### config.mk
export PLATFORM = sky130hd
export DESIGN_NAME = staging_yard_sequencer
export DESIGN_NICKNAME = d
export VERILOG_FILES = /design/src/rtl/yard_pkg.sv /design/src/rtl/input_filter.sv /design/src/rtl/staging_yard_sequencer.sv
export VERILOG_INCLUDE_DIRS = /design/src /design/src/rtl
export SDC_FILE = /design/constraint.sdc
export NUM_CORES = 2
export LEC_CHECK = 0
export BUFFER_PORTS_ARGS = -buffer_cell sky130_fd_sc_hd__buf_2
export CORE_UTILIZATION = 30
export CTS_BUF_LIST = sky130_fd_sc_hd__clkbuf_4 sky130_fd_sc_hd__clkbuf_8
export DETAILED_ROUTE_END_ITERATION = 7
export PLACE_DENSITY = 0.58
export SETUP_SLACK_MARGIN = 0.4
export SLEW_MARGIN = 20
export SYNTH_ARGS = -nofsm -noshare
export SYNTH_HDL_FRONTEND = slang
export SYNTH_SLANG_ARGS = --single-unit
### constraint.sdc
create_clock -name i_clock -period 30 [get_ports i_clock]
set_input_delay 3 -clock i_clock [delete_from_list [all_inputs] [get_ports i_clock]]
set_output_delay 3 -clock i_clock [all_outputs]
set_load 0.01 [all_outputs]
### src/rtl/yard_map.svh
// register offsets, field positions, reset values and timing counts of the yard sequencer
`ifndef YARD_MAP_SVH
`define YARD_MAP_SVH

`define YARD_MAX_SIDINGS 32
`define YARD_MAX_UNITS   15

`define YARD_CLK_HZ      100000000
`define YARD_SEC_S       1
`define YARD_PULSE_MS    100
`define YARD_DB_MS       1

`define YARD_DEP_MIN     5'h02
`define YARD_DEP_MAX     5'h14
`define YARD_DEP_RST     5'h05

`define YARD_ADR_CTRL    8'h00
`define YARD_ADR_DEPART  8'h04
`define YARD_ADR_STATUS  8'h08
`define YARD_ADR_OCC     8'h0c
`define YARD_ADR_REL     8'h10

`define YARD_CTRL_MODE_LO  0
`define YARD_CTRL_MODE_HI  1
`define YARD_CTRL_ENTRY    2
`define YARD_CTRL_RESTART  3

`define YARD_LFSR_RST    8'h01

`endif

### src/rtl/yard_pkg.sv
// types shared by the yard sequencer and its input filter
package yard_pkg;

  typedef enum logic [1:0] {MODE_MANUAL, MODE_RANDOM, MODE_FIFO} mode_t;

  typedef enum logic [2:0] {ST_INIT, ST_SCAN, ST_RUN, ST_VFREEZE, ST_HALT} state_t;

  typedef enum logic [1:0] {FLT_NONE, FLT_VOLTAGE, FLT_CAR_LEFT, FLT_UNIT_LOST} fault_t;

  typedef struct packed {
    logic [31:0] occ;
    logic [31:0] exit_btn;
    logic [14:0] unit;
    logic        strap;
    logic        inhibit_n;
    logic        volt_ok;
    logic [2:0]  mode_btn;
  } pins_t;

  localparam int PINS_W = $bits(pins_t);

  typedef struct packed {
    logic [PINS_W-1:0] sync1;
    logic [PINS_W-1:0] sync2;
    logic [PINS_W-1:0] s0;
    logic [PINS_W-1:0] s1;
    logic [PINS_W-1:0] out;
    logic [31:0]       tick;
    logic [1:0]        primed;
    logic              ready;
  } filt_t;

  typedef struct packed {
    state_t           st;
    mode_t            mode;
    logic             booted;
    logic             entry_en;
    logic [4:0]       dep_s;
    fault_t           fault;
    logic [5:0]       n;
    logic [14:0]      units;
    logic [31:0]      occ;
    logic [31:0]      body;
    logic [31:0]      stop;
    logic [31:0][5:0] rank;
    logic [5:0]       nocc;
    logic             rel_act;
    logic [4:0]       rel_idx;
    logic             pend;
    logic [31:0]      pend_excl;
    logic [31:0]      prev_btn;
    logic [31:0]      presc;
    logic [4:0]       dep_left;
    logic [31:0]      tb_pend;
    logic [31:0]      tt_pend;
    logic [31:0]      tb_out;
    logic [31:0]      tt_out;
    logic [31:0]      pcnt;
    logic             pact;
    logic [7:0]       lfsr;
    logic [31:0]      red;
    logic [31:0]      green;
    logic             entry_pwr;
    logic [2:0]       mode_led;
    logic [15:0]      fault_led;
    logic             nv_we;
    logic [31:0]      rdata;
  } seq_t;

endpackage

### src/rtl/input_filter.sv
// two-flop synchroniser and three-sample debounce for all yard pins
`timescale 1ns/1ps
module input_filter
  import yard_pkg::*;
#(
  parameter int unsigned DB_CYCLES = 100000
) (
  input  wire logic  i_clock,  // system clock
  input  wire logic  i_rst,    // synchronous reset
  input  wire pins_t i_pins,   // raw pins
  output pins_t      o_pins,   // filtered pins
  output logic       o_ready   // samples settled
);

  filt_t             q;
  filt_t             d;
  logic [PINS_W-1:0] eq;

  always_comb begin
    d = q;
    eq = '0;
    d.sync1 = i_pins;
    d.sync2 = q.sync1;
    if (q.tick == DB_CYCLES - 1) begin
      d.tick = '0;
      d.s0 = q.sync2;
      d.s1 = q.s0;
      // a bit moves only after three equal samples
      eq = ~(q.sync2 ^ q.s0) & ~(q.s0 ^ q.s1);
      d.out = (q.out & ~eq) | (q.sync2 & eq);
      if (q.primed != 2'h3) begin
        d.primed = q.primed + 2'h1;
      end else begin
        d.ready = 1'b1;
      end
    end else begin
      d.tick = q.tick + 32'h1;
    end
  end

  always_ff @(posedge i_clock) begin
    if (i_rst) begin
      q <= '0;
    end else begin
      q <= d;
    end
  end

  assign o_pins  = pins_t'(q.out);
  assign o_ready = q.ready;

endmodule

### src/rtl/staging_yard_sequencer.sv
// staging yard sequencer: siding power, turnout pulses, departure release, fault freeze
//
// Chosen here: strobed register access and the register addresses.
`timescale 1ns/1ps
`include "yard_map.svh"
module staging_yard_sequencer
  import yard_pkg::*;
#(
  parameter int unsigned SEC_CYCLES   = `YARD_SEC_S * `YARD_CLK_HZ,
  parameter int unsigned PULSE_CYCLES = `YARD_PULSE_MS * (`YARD_CLK_HZ / 1000),
  parameter int unsigned DB_CYCLES    = `YARD_DB_MS * (`YARD_CLK_HZ / 1000)
) (
  input  wire logic        i_clock,         // 100 mhz clock
  input  wire logic        i_rst,           // synchronous reset, high
  input  wire logic [31:0] i_occ,           // stop section occupied
  input  wire logic [31:0] i_exit_btn,      // on-board exit buttons
  input  wire logic [31:0] i_exit_btn_ext,  // panel exit buttons
  input  wire logic [14:0] i_unit_present,  // expansion unit attached
  input  wire logic        i_single_strap,  // last unit has one siding
  input  wire logic        i_inhibit_n,     // low blocks departures
  input  wire logic        i_track_volt_ok, // track voltage present
  input  wire logic [2:0]  i_mode_btn,      // manual, random, fifo
  input  wire logic [1:0]  i_mode_nv,       // stored mode
  input  wire logic [7:0]  i_addr,          // register address
  input  wire logic [31:0] i_wdata,         // write data
  input  wire logic        i_wr,            // write strobe
  input  wire logic        i_rd,            // read strobe
  output logic      [31:0] o_rdata,         // read data, next cycle
  output logic      [31:0] o_stop_pwr,      // section a power
  output logic      [31:0] o_body_pwr,      // section b power
  output logic      [31:0] o_turn_branch,   // branch coil pulse
  output logic      [31:0] o_turn_through,  // through coil pulse
  output logic      [31:0] o_led_red,       // occupied
  output logic      [31:0] o_led_green,     // free
  output logic             o_entry_pwr,     // entrance stop section
  output logic      [1:0]  o_fault,         // fault code
  output logic      [15:0] o_fault_led,     // per module fault led
  output logic      [2:0]  o_mode_led,      // one-hot mode
  output logic             o_mode_nv_we,    // store mode pulse
  output logic      [1:0]  o_mode_nv        // mode to store
);

  pins_t       raw;
  pins_t       p;
  logic        rdy;
  seq_t        q;
  seq_t        d;
  logic [31:0] vmask;
  logic [31:0] nmask;
  logic [31:0] arr;
  logic [31:0] bp;
  logic [31:0] cand;
  logic [31:0] tb_new;
  logic [31:0] tt_new;
  logic [4:0]  tgt;
  logic [4:0]  idx;
  logic        found;
  logic        allow;
  logic        chain;
  logic [3:0]  cnt;
  logic [5:0]  nsid;
  logic [5:0]  acc;

  always_comb begin
    raw.occ       = i_occ;
    raw.exit_btn  = i_exit_btn | i_exit_btn_ext;
    raw.unit      = i_unit_present;
    raw.strap     = i_single_strap;
    raw.inhibit_n = i_inhibit_n;
    raw.volt_ok   = i_track_volt_ok;
    raw.mode_btn  = i_mode_btn;
  end

  input_filter #(
    .DB_CYCLES (DB_CYCLES)
  ) u_filter (
    .i_clock (i_clock),
    .i_rst   (i_rst),
    .i_pins  (raw),
    .o_pins  (p),
    .o_ready (rdy)
  );

  always_comb begin
    d = q;
    vmask = '0;
    nmask = '0;
    arr = '0;
    bp = '0;
    cand = '0;
    tb_new = '0;
    tt_new = '0;
    tgt = '0;
    idx = '0;
    found = 1'b0;
    allow = 1'b0;
    chain = 1'b1;
    cnt = '0;
    nsid = '0;
    acc = '0;
    d.rdata = '0;
    d.nv_we = 1'b0;
    d.lfsr = {q.lfsr[6:0], q.lfsr[7] ^ q.lfsr[5] ^ q.lfsr[4] ^ q.lfsr[3]};
    d.prev_btn = p.exit_btn;
    for (int i = 0; i < 32; i++) vmask[i] = (6'(i) < q.n);

    case (q.st)
      ST_INIT: begin
        d.occ = '0;
        d.body = '0;
        d.stop = '0;
        d.rel_act = 1'b0;
        d.pend = 1'b0;
        d.presc = '0;
        d.fault = FLT_NONE;
        if (rdy) begin
          if (!q.booted) begin
            d.booted = 1'b1;
            // unprogrammed storage falls back to manual
            d.mode = (i_mode_nv == 2'h3) ? MODE_MANUAL : mode_t'(i_mode_nv);
          end
          d.st = ST_SCAN;
        end
      end
      ST_SCAN: begin
        // units count only while the chain is unbroken
        d.units = '0;
        for (int k = 0; k < `YARD_MAX_UNITS; k++) begin
          if (chain && p.unit[k]) begin
            cnt = cnt + 4'h1;
            d.units[k] = 1'b1;
          end else begin
            chain = 1'b0;
          end
        end
        nsid = 6'h02 + {1'b0, cnt, 1'b0} - {5'h00, (cnt != 4'h0) && p.strap};
        d.n = nsid;
        for (int i = 0; i < 32; i++) nmask[i] = (6'(i) < nsid);
        d.occ = p.occ & nmask;
        d.body = ~d.occ & nmask;
        d.stop = '0;
        d.tb_pend = ~d.occ & nmask;
        d.tt_pend = d.occ;
        // true arrival order is lost across power-down; index order stands in
        for (int i = 0; i < 32; i++) begin
          d.rank[i] = acc;
          if (d.occ[i]) acc = acc + 6'h01;
        end
        d.nocc = acc;
        d.st = ST_RUN;
      end
      ST_RUN: begin
        if (!p.volt_ok) begin
          d.st = ST_VFREEZE;
          d.fault = FLT_VOLTAGE;
        end else if ((q.units & ~p.unit) != 15'h0000) begin
          d.st = ST_HALT;
          d.fault = FLT_UNIT_LOST;
        end else begin
          arr = p.occ & ~q.occ & vmask;
          bp = p.exit_btn & ~q.prev_btn & q.occ & vmask;
          if (q.rel_act) begin
            bp[q.rel_idx] = 1'b0;
          end
          allow = p.inhibit_n && !q.rel_act;
          cand = q.occ & vmask & ~q.pend_excl;
          if (allow && (bp != 32'h0)) begin
            for (int i = 31; i >= 0; i--) begin
              if (bp[i]) begin
                tgt = 5'(i);
                found = 1'b1;
              end
            end
          end else if (allow && q.pend) begin
            if (q.mode == MODE_FIFO) begin
              for (int i = 0; i < 32; i++) begin
                if (!found && cand[i] && (q.rank[i] == 6'h00)) begin
                  tgt = 5'(i);
                  found = 1'b1;
                end
              end
            end else begin
              for (int k = 0; k < 32; k++) begin
                idx = q.lfsr[4:0] + 5'(k);
                if (!found && cand[idx]) begin
                  tgt = idx;
                  found = 1'b1;
                end
              end
            end
            // nothing to send away: the arrival is spent
            d.pend = 1'b0;
          end
          if (found) begin
            d.body[tgt] = 1'b1;
            d.stop[tgt] = 1'b1;
            d.rel_act = 1'b1;
            d.rel_idx = tgt;
            d.dep_left = q.dep_s;
            d.presc = '0;
            d.pend = 1'b0;
            for (int j = 0; j < 32; j++) begin
              if (q.occ[j] && (q.rank[j] > q.rank[tgt])) begin
                d.rank[j] = q.rank[j] - 6'h01;
              end
            end
            d.nocc = q.nocc - 6'h01;
          end
          if (arr != 32'h0) begin
            acc = d.nocc;
            for (int i = 0; i < 32; i++) begin
              if (arr[i]) begin
                d.occ[i] = 1'b1;
                d.body[i] = 1'b0;
                tt_new[i] = 1'b1;
                d.rank[i] = acc;
                acc = acc + 6'h01;
              end
            end
            d.nocc = acc;
            if (q.mode != MODE_MANUAL) begin
              // simultaneous arrivals share one release
              d.pend = 1'b1;
              d.pend_excl = arr;
            end
          end
          if (q.rel_act) begin
            if (q.presc == SEC_CYCLES - 1) begin
              d.presc = '0;
              d.dep_left = q.dep_left - 5'h01;
              if (q.dep_left == 5'h01) begin
                d.rel_act = 1'b0;
                if (p.occ[q.rel_idx]) begin
                  d.st = ST_HALT;
                  d.fault = FLT_CAR_LEFT;
                end else begin
                  d.occ[q.rel_idx] = 1'b0;
                  d.stop[q.rel_idx] = 1'b0;
                  tb_new[q.rel_idx] = 1'b1;
                end
              end
            end else begin
              d.presc = q.presc + 32'h1;
            end
          end
        end
      end
      ST_VFREEZE: begin
        // siding power held and release timer paused; the turnout pulse slot keeps running
        if (p.volt_ok) begin
          d.st = ST_RUN;
          d.fault = FLT_NONE;
        end
      end
      ST_HALT: begin
        d.st = ST_HALT;
      end
      default: begin
        d.st = ST_INIT;
      end
    endcase

    // one shared pulse slot; later requests wait for the coil to rest
    if (q.pact) begin
      if (q.pcnt == PULSE_CYCLES - 1) begin
        d.pact = 1'b0;
        d.tb_out = '0;
        d.tt_out = '0;
      end else begin
        d.pcnt = q.pcnt + 32'h1;
      end
    end else if ((q.tb_pend | q.tt_pend) != 32'h0) begin
      d.pact = 1'b1;
      d.pcnt = '0;
      d.tb_out = q.tb_pend;
      d.tt_out = q.tt_pend;
      d.tb_pend = '0;
      d.tt_pend = '0;
    end
    if (q.st == ST_RUN) begin
      d.tb_pend = (d.tb_pend & ~tt_new) | tb_new;
      d.tt_pend = (d.tt_pend & ~tb_new) | tt_new;
    end

    for (int k = 0; k < 3; k++) begin
      if (p.mode_btn[k] && rdy && q.booted && (q.mode != mode_t'(k))) begin
        d.mode = mode_t'(k);
        d.nv_we = 1'b1;
      end
    end

    if (i_wr) begin
      case (i_addr)
        `YARD_ADR_CTRL: begin
          if (i_wdata[`YARD_CTRL_MODE_HI:`YARD_CTRL_MODE_LO] != 2'h3) begin
            d.mode = mode_t'(i_wdata[`YARD_CTRL_MODE_HI:`YARD_CTRL_MODE_LO]);
            d.nv_we = 1'b1;
          end
          d.entry_en = i_wdata[`YARD_CTRL_ENTRY];
          if (i_wdata[`YARD_CTRL_RESTART]) begin
            d.st = ST_INIT;
          end
        end
        `YARD_ADR_DEPART: begin
          // out-of-range times are ignored, the old value stays
          if ((i_wdata[31:5] == 27'h0) && (i_wdata[4:0] >= `YARD_DEP_MIN)
              && (i_wdata[4:0] <= `YARD_DEP_MAX)) begin
            d.dep_s = i_wdata[4:0];
          end
        end
        default: begin
          d.dep_s = d.dep_s;
        end
      endcase
    end

    if (i_rd) begin
      case (i_addr)
        `YARD_ADR_CTRL:   d.rdata = {28'h0, 1'b0, q.entry_en, q.mode};
        `YARD_ADR_DEPART: d.rdata = {27'h0, q.dep_s};
        `YARD_ADR_STATUS: d.rdata = {16'h0, q.units[9:0], q.n} | {27'h0, q.fault, q.st} << 16;
        `YARD_ADR_OCC:    d.rdata = q.occ & vmask;
        `YARD_ADR_REL:    d.rdata = {20'h0, q.dep_left, q.rel_act, 1'b0, q.rel_idx};
        default:          d.rdata = '0;
      endcase
    end

    d.red = q.occ & vmask;
    d.green = ~q.occ & vmask;
    d.entry_pwr = !(q.entry_en && (q.st != ST_INIT) && ((q.occ & vmask) == vmask));
    d.mode_led = 3'h1 << q.mode;
    if (q.fault == FLT_NONE) begin
      d.fault_led = '0;
    end else if (q.fault == FLT_UNIT_LOST) begin
      d.fault_led = {q.units & ~p.unit, 1'b0};
    end else begin
      d.fault_led = {q.units, 1'b1};
    end
  end

  always_ff @(posedge i_clock) begin
    if (i_rst) begin
      q <= '0;
      q.dep_s <= `YARD_DEP_RST;
      q.lfsr <= `YARD_LFSR_RST;
    end else begin
      q <= d;
    end
  end

  assign o_rdata        = q.rdata;
  assign o_stop_pwr     = q.stop;
  assign o_body_pwr     = q.body;
  assign o_turn_branch  = q.tb_out;
  assign o_turn_through = q.tt_out;
  assign o_led_red      = q.red;
  assign o_led_green    = q.green;
  assign o_entry_pwr    = q.entry_pwr;
  assign o_fault        = q.fault;
  assign o_fault_led    = q.fault_led;
  assign o_mode_led     = q.mode_led;
  assign o_mode_nv_we   = q.nv_we;
  assign o_mode_nv      = q.mode;

endmodule

=== Word-level counts from Yosys, hierarchy flattened ===
Cells that the tools add are included.

* Output and inout bits: 249
* Input bits: 163
* Logic and storage cells: 1915
* Flip-flop bits (word level): 1183

* Mux-type cells: 1193
* Bitwise logic cells: 46
* Reduce and logical (&&, ||, !) cells: 289
* Add/subtract/negate cells: 148
* Shift-type cells: 1
* Magnitude comparators: 134
* Eq/ne operators: 31

{| class="wikitable"
|+ Operators by type and width
! kind !! number
|-
| $mux 6 || 284
|-
| $mux 269 || 4
|-
| $mux 32 || 25
|-
| $mux 333 || 2
|-
| $mux 1 || 662
|-
| $mux 5 || 103
|-
| $mux 64 || 8
|-
| $and 32x32->32 || 15
|-
| $pmux 198 s2 || 1
|-
| $add 6x1->6 const B || 63
|-
| $pmux 96 s3 || 1
|-
| $and 85x85->85 || 3
|-
| $not 85->85 || 3
|-
| $not 32->32 || 7
|-
| $lt 5x6->1 const B || 34
|-
| $mux 198 || 1
|-
| $sub 6x1->6 const B || 33
|-
| $gt 6x6->1 || 32
|-
| $logic_not 6->1 || 32
|-
| $lt 5x6->1 const A || 32
|-
| $or 32x32->32 || 6
|-
| $xor 85x85->85 || 2
|-
| $bmux 1 s5 || 33
|-
| $mux 161 || 1
|-
| other kinds (72) || 455
|}

=== Longest topological paths before layout ===
* Depth in word-level cells: 527
* Gate-level depth with buffers: 139
* Depth with buffers taken out: 136

=== Hierarchy ===
From an unflattened synthesis, not the netlist that was laid out.

* Cells, all modules: 10291
* Area total of the unflattened synthesis: 81330.5 sq um

{| class="wikitable"
|+ Modules (own cells, without submodules)
! module !! cells an instance !! seq. area each (sq um) !! times used !! area an instance (sq um)
|-
| staging_yard_sequencer || 8360 || 14473.9 || 1 || 62536.2
|-
| input_filter || 1931 || 9208.8 || 1 || 18794.3
|}

=== Least setup slack after synthesis ===
OpenSTA, ideal clock, no wires.

* Path kind: register to register
* Start point: register with a tool-made name
* End point: register q[396] (netlist bit)
* Library setup time: 0.132 ns
* Data required time: 29.868 ns
* Stages on the path, launching flop included: 137
* Period minus slack after synthesis: 28.342 ns
* Slack: 1.658 ns
* Buffers on the path: 4
* Arrival time: 28.210 ns
* Path through: dfxtp_1 > buf_2 > a21boi_0 > ha_1 > o21a_1 > ha_1 > mux2_2 > ha_1 > nor2_1 > nor2_1 > ha_1 > mux2_2 > ha_1 > mux2_2 > ha_1 > mux2_2 > ha_1 > mux2_2 > [101 not listed] > mux2_2 > ha_1 > mux2_2 > ha_1 > mux2_2 > ha_1 > mux2_2 > ha_1 > mux2_2 > ha_1 > mux2_2 > ha_1 > mux2_2 > ha_1 > and3_1 > xor2_1 > a221oi_1 > nor3_1

{| class="wikitable"
|+ RTL lines
! what !! line !! RTL
|-
| to (decl) || staging_yard_sequencer.sv:46 || <nowiki>seq_t q;</nowiki>
|}

==> run metrics <==
status finished clean; count of endpoints failing setup in the final report 0; number of flops mapped to enable cells by yosys 0; commonest cells in the netlist nand2_1, dfxtp_1, nor2_1; height of the chip between 500 and 600 µm; Syn Std Cell Area 78800 µm²; layout cell share with drive strength beyond 1 13.6%; Initial Util 30.3%; largest cells by area after synthesis dfxtp_1, nand2_1, nor2_1; area share of fa/ha/maj cells after synthesis 5.29%; gpl congestion between 1 and 1.5; Post-Synthesis Net Count 10725; CP required between 30000 and 40000 ps; Mapped Cells 10233; critical path's slowest cell xnor3_1; worst-margin pin slew 1380 ps; largest net degree at the start of global routing 169; clock tree buffer depth 4; YS warnings 0; async set or reset register ratio after synthesis 0%; main combinational cell family by area after synthesis simple AND/OR/NAND/NOR gates; multiplexer share of the synthesized area 3.36%; max cap viols 0; die width 515 µm; initial antenna violation count 40; RSZ-0062 raised after global routing no; Syn Area/Cell 7.70 µm²; CTS Buf Count 213; top cell type's share of synthesized area 30.1%; layout net count 10780; H-tree levels 4; WP data arrival 29480 ps; Max Clock Skew 78.2 ps; CP dominant cell by count ha_1; Biggest register q; Synth Register Bits roughly 1200; clk_lat worst skew around 1000 ps; period utilisation layout 95.3%; port bufs 411; DRC viols 0; Post-Synth Simple-Gate Area 23.9%; Critical Path Sink Type flip-flop; clock slew at reported path FFs ~70 ps; Cell Rows 187; DRT iter0 DRCs roughly 10000; global-route wire length before repair about 560 mm; Max rail drop VDD 36.2 µV; clock root cell clkbuf_8; Hold Buf Count CTS 0; Slew Limit Headroom 7.67%; DR WL/cell 28.6 µm; Die Footprint 265000 µm²; synth unique cells ~130; Post-DP Area 83300 µm²; dominant synthesized flop cell dfxtp_1; Tmin final 28600 ps; number of I/O pins 412; Largest register FFs roughly 470; gr usage total 29.0%; via count 81193; Buf/Inv on CP 11; fin. max-slew vios 0; Pleak 34.2 nW; hpwl dp 308 mm; gr ovfl total 0; sequential share of the synthesized area between 30% and 40%; largest area contributor in the synthesized netlist dfxtp_1; Compound-Gate Fraction of Synth Area 22.8%; CP Max Fanout 5; startpoint class of the critical path flip-flop; Vias/cell 5.81; final wirelength 399 mm; TritonRoute pass-1 iters 8; Final ANT Viol Nets 0; CP max stage delay 550 ps; worst hold path type reg2reg; setup total negative slack 0 ps; clk sinks 1183; Max Clock Freq 0.0350 GHz; Power per Cell Area between 30 and 40 nW/µm²; count leader, synth nand2_1; kind of critical path reg2reg; Post-Synth XOR/XNOR Area ~7.9%; final hold vios 0; CTS tree done; R2R Setup Slk approximately 1400 ps; Core Region 260000 µm²; vias in the first global route 73024; Top Family by Delay on Critical Path adder cells; Area growth, synth to finish 12.3%; final instance area approximately 88000 µm²
through the flow:
step	hold slack [ps]	instances	utilization [%]	power [mW]	worst slack [ps]
after floorplan	414	10233	-	1.75	1660
after global placement	417	13550	32.0	1.83	218
after detailed placement	420	13550	32.0	1.83	24.2
after CTS	435	13925	33.8	3.51	454
after global routing	444	13953	33.9	3.60	223
final	434	13979	34.0	3.49	1400
power breakdown:
group | leakage (nW) | switching, mW | internal [mW] | total [mW]
logic | 22.2 | 0.143 | 0.0688 | 0.212
registers | 9.57 | 0.00668 | 1.58 | 1.59
clock network | 2.44 | 0.746 | 0.943 | 1.69
cells by family after synthesis:
logic type                 count (synthesis)
muxes                                    224
AOI/OAI and AO/OA                       2768
adders and majority gates                334
and+or+nand+nor                         3979
buffers and inverters                   1116
xor gates and xnor gates                 629
DFF                                     1183
what timing repair did:
item,in CTS,in global routing
buffers inserted,2,14
pin swaps,2,24
resized for setup,6,49
setup endpoints to repair,6,17
worst reg2reg max path: cells and delay by family, from the launching register on:
kind	cells	cell delay [ps]
AND/OR/NAND/NOR	30	3810
AO/OA/AOI/OAI	24	4570
buffers and inverters	11	1050
XOR/XNOR	3	930
flip-flops	1	370
multiplexers	20	5740
adder cells (fa/ha/maj)	43	12000
final cells by class:
| class | instances | area, µm² |
|---|---|---|
| Clock buffer | 319 | 4030 |
| Clock inverter | 54 | 574 |
| Fill cell | 27816 | 172000 |
| Multi-Input combinational cell | 7934 | 50500 |
| Sequential cell | 1183 | 23700 |
| Antenna cell | 37 | 92.6 |
| Timing Repair Buffer | 703 | 4320 |
| Inverter | 253 | 950 |
| Tap cell | 3496 | 4370 |
routing by layer:
layer	part of all wire (%)	GRT usage, %	vias to the layer above
li1	-	-	36705
met1	41	38.1	38756
met2	39	40.3	4689
met3	11	7.22	1031
met4	9.3	22.7	12
met5	0.017	0	-
cells in the final DEF, fill, tap and decap left out, types with 31 or more instances in the layout:
| cell | count |
|---|---|
| nand2_1 | 1189 |
| o21ai_0 | 546 |
| buf_4 | 286 |
| a221oi_1 | 111 |
| a22oi_1 | 115 |
| or4_1 | 44 |
| xor2_1 | 191 |
| o22ai_1 | 83 |
| nand4_1 | 102 |
| or2_2 | 35 |
| a31oi_1 | 61 |
| buf_2 | 410 |
| a21oi_1 | 844 |
| or3_1 | 70 |
| and2_1 | 67 |
| ha_1 | 320 |
| dfxtp_1 | 1178 |
| mux2_2 | 63 |
| nor3_1 | 292 |
| and3_1 | 158 |
| mux2i_1 | 126 |
| clkbuf_8 | 261 |
| xnor2_1 | 377 |
| o211ai_1 | 80 |
| clkinv_2 | 31 |
| nor4_1 | 84 |
| diode_2 | 37 |
| clkbuf_4 | 58 |
| nor2_1 | 1124 |
| o21a_1 | 73 |
| a21o_1 | 58 |
| o31ai_1 | 129 |
| nor2b_1 | 308 |
| inv_1 | 238 |
| a211oi_1 | 188 |
| nand3_1 | 251 |
| nand2b_1 | 50 |
path summary, 6_finish.rpt:
kind,cells after the start,to,startpoint
hold / removal,1,u_filter.q[352],u_filter.d[352]
hold reg to reg,1,u_filter.q[352],u_filter.d[352]
setup reg to reg,131,q[396],flip-flop
setup / recovery,131,q[396],flip-flop
Power figures use the tool's default switching activity.
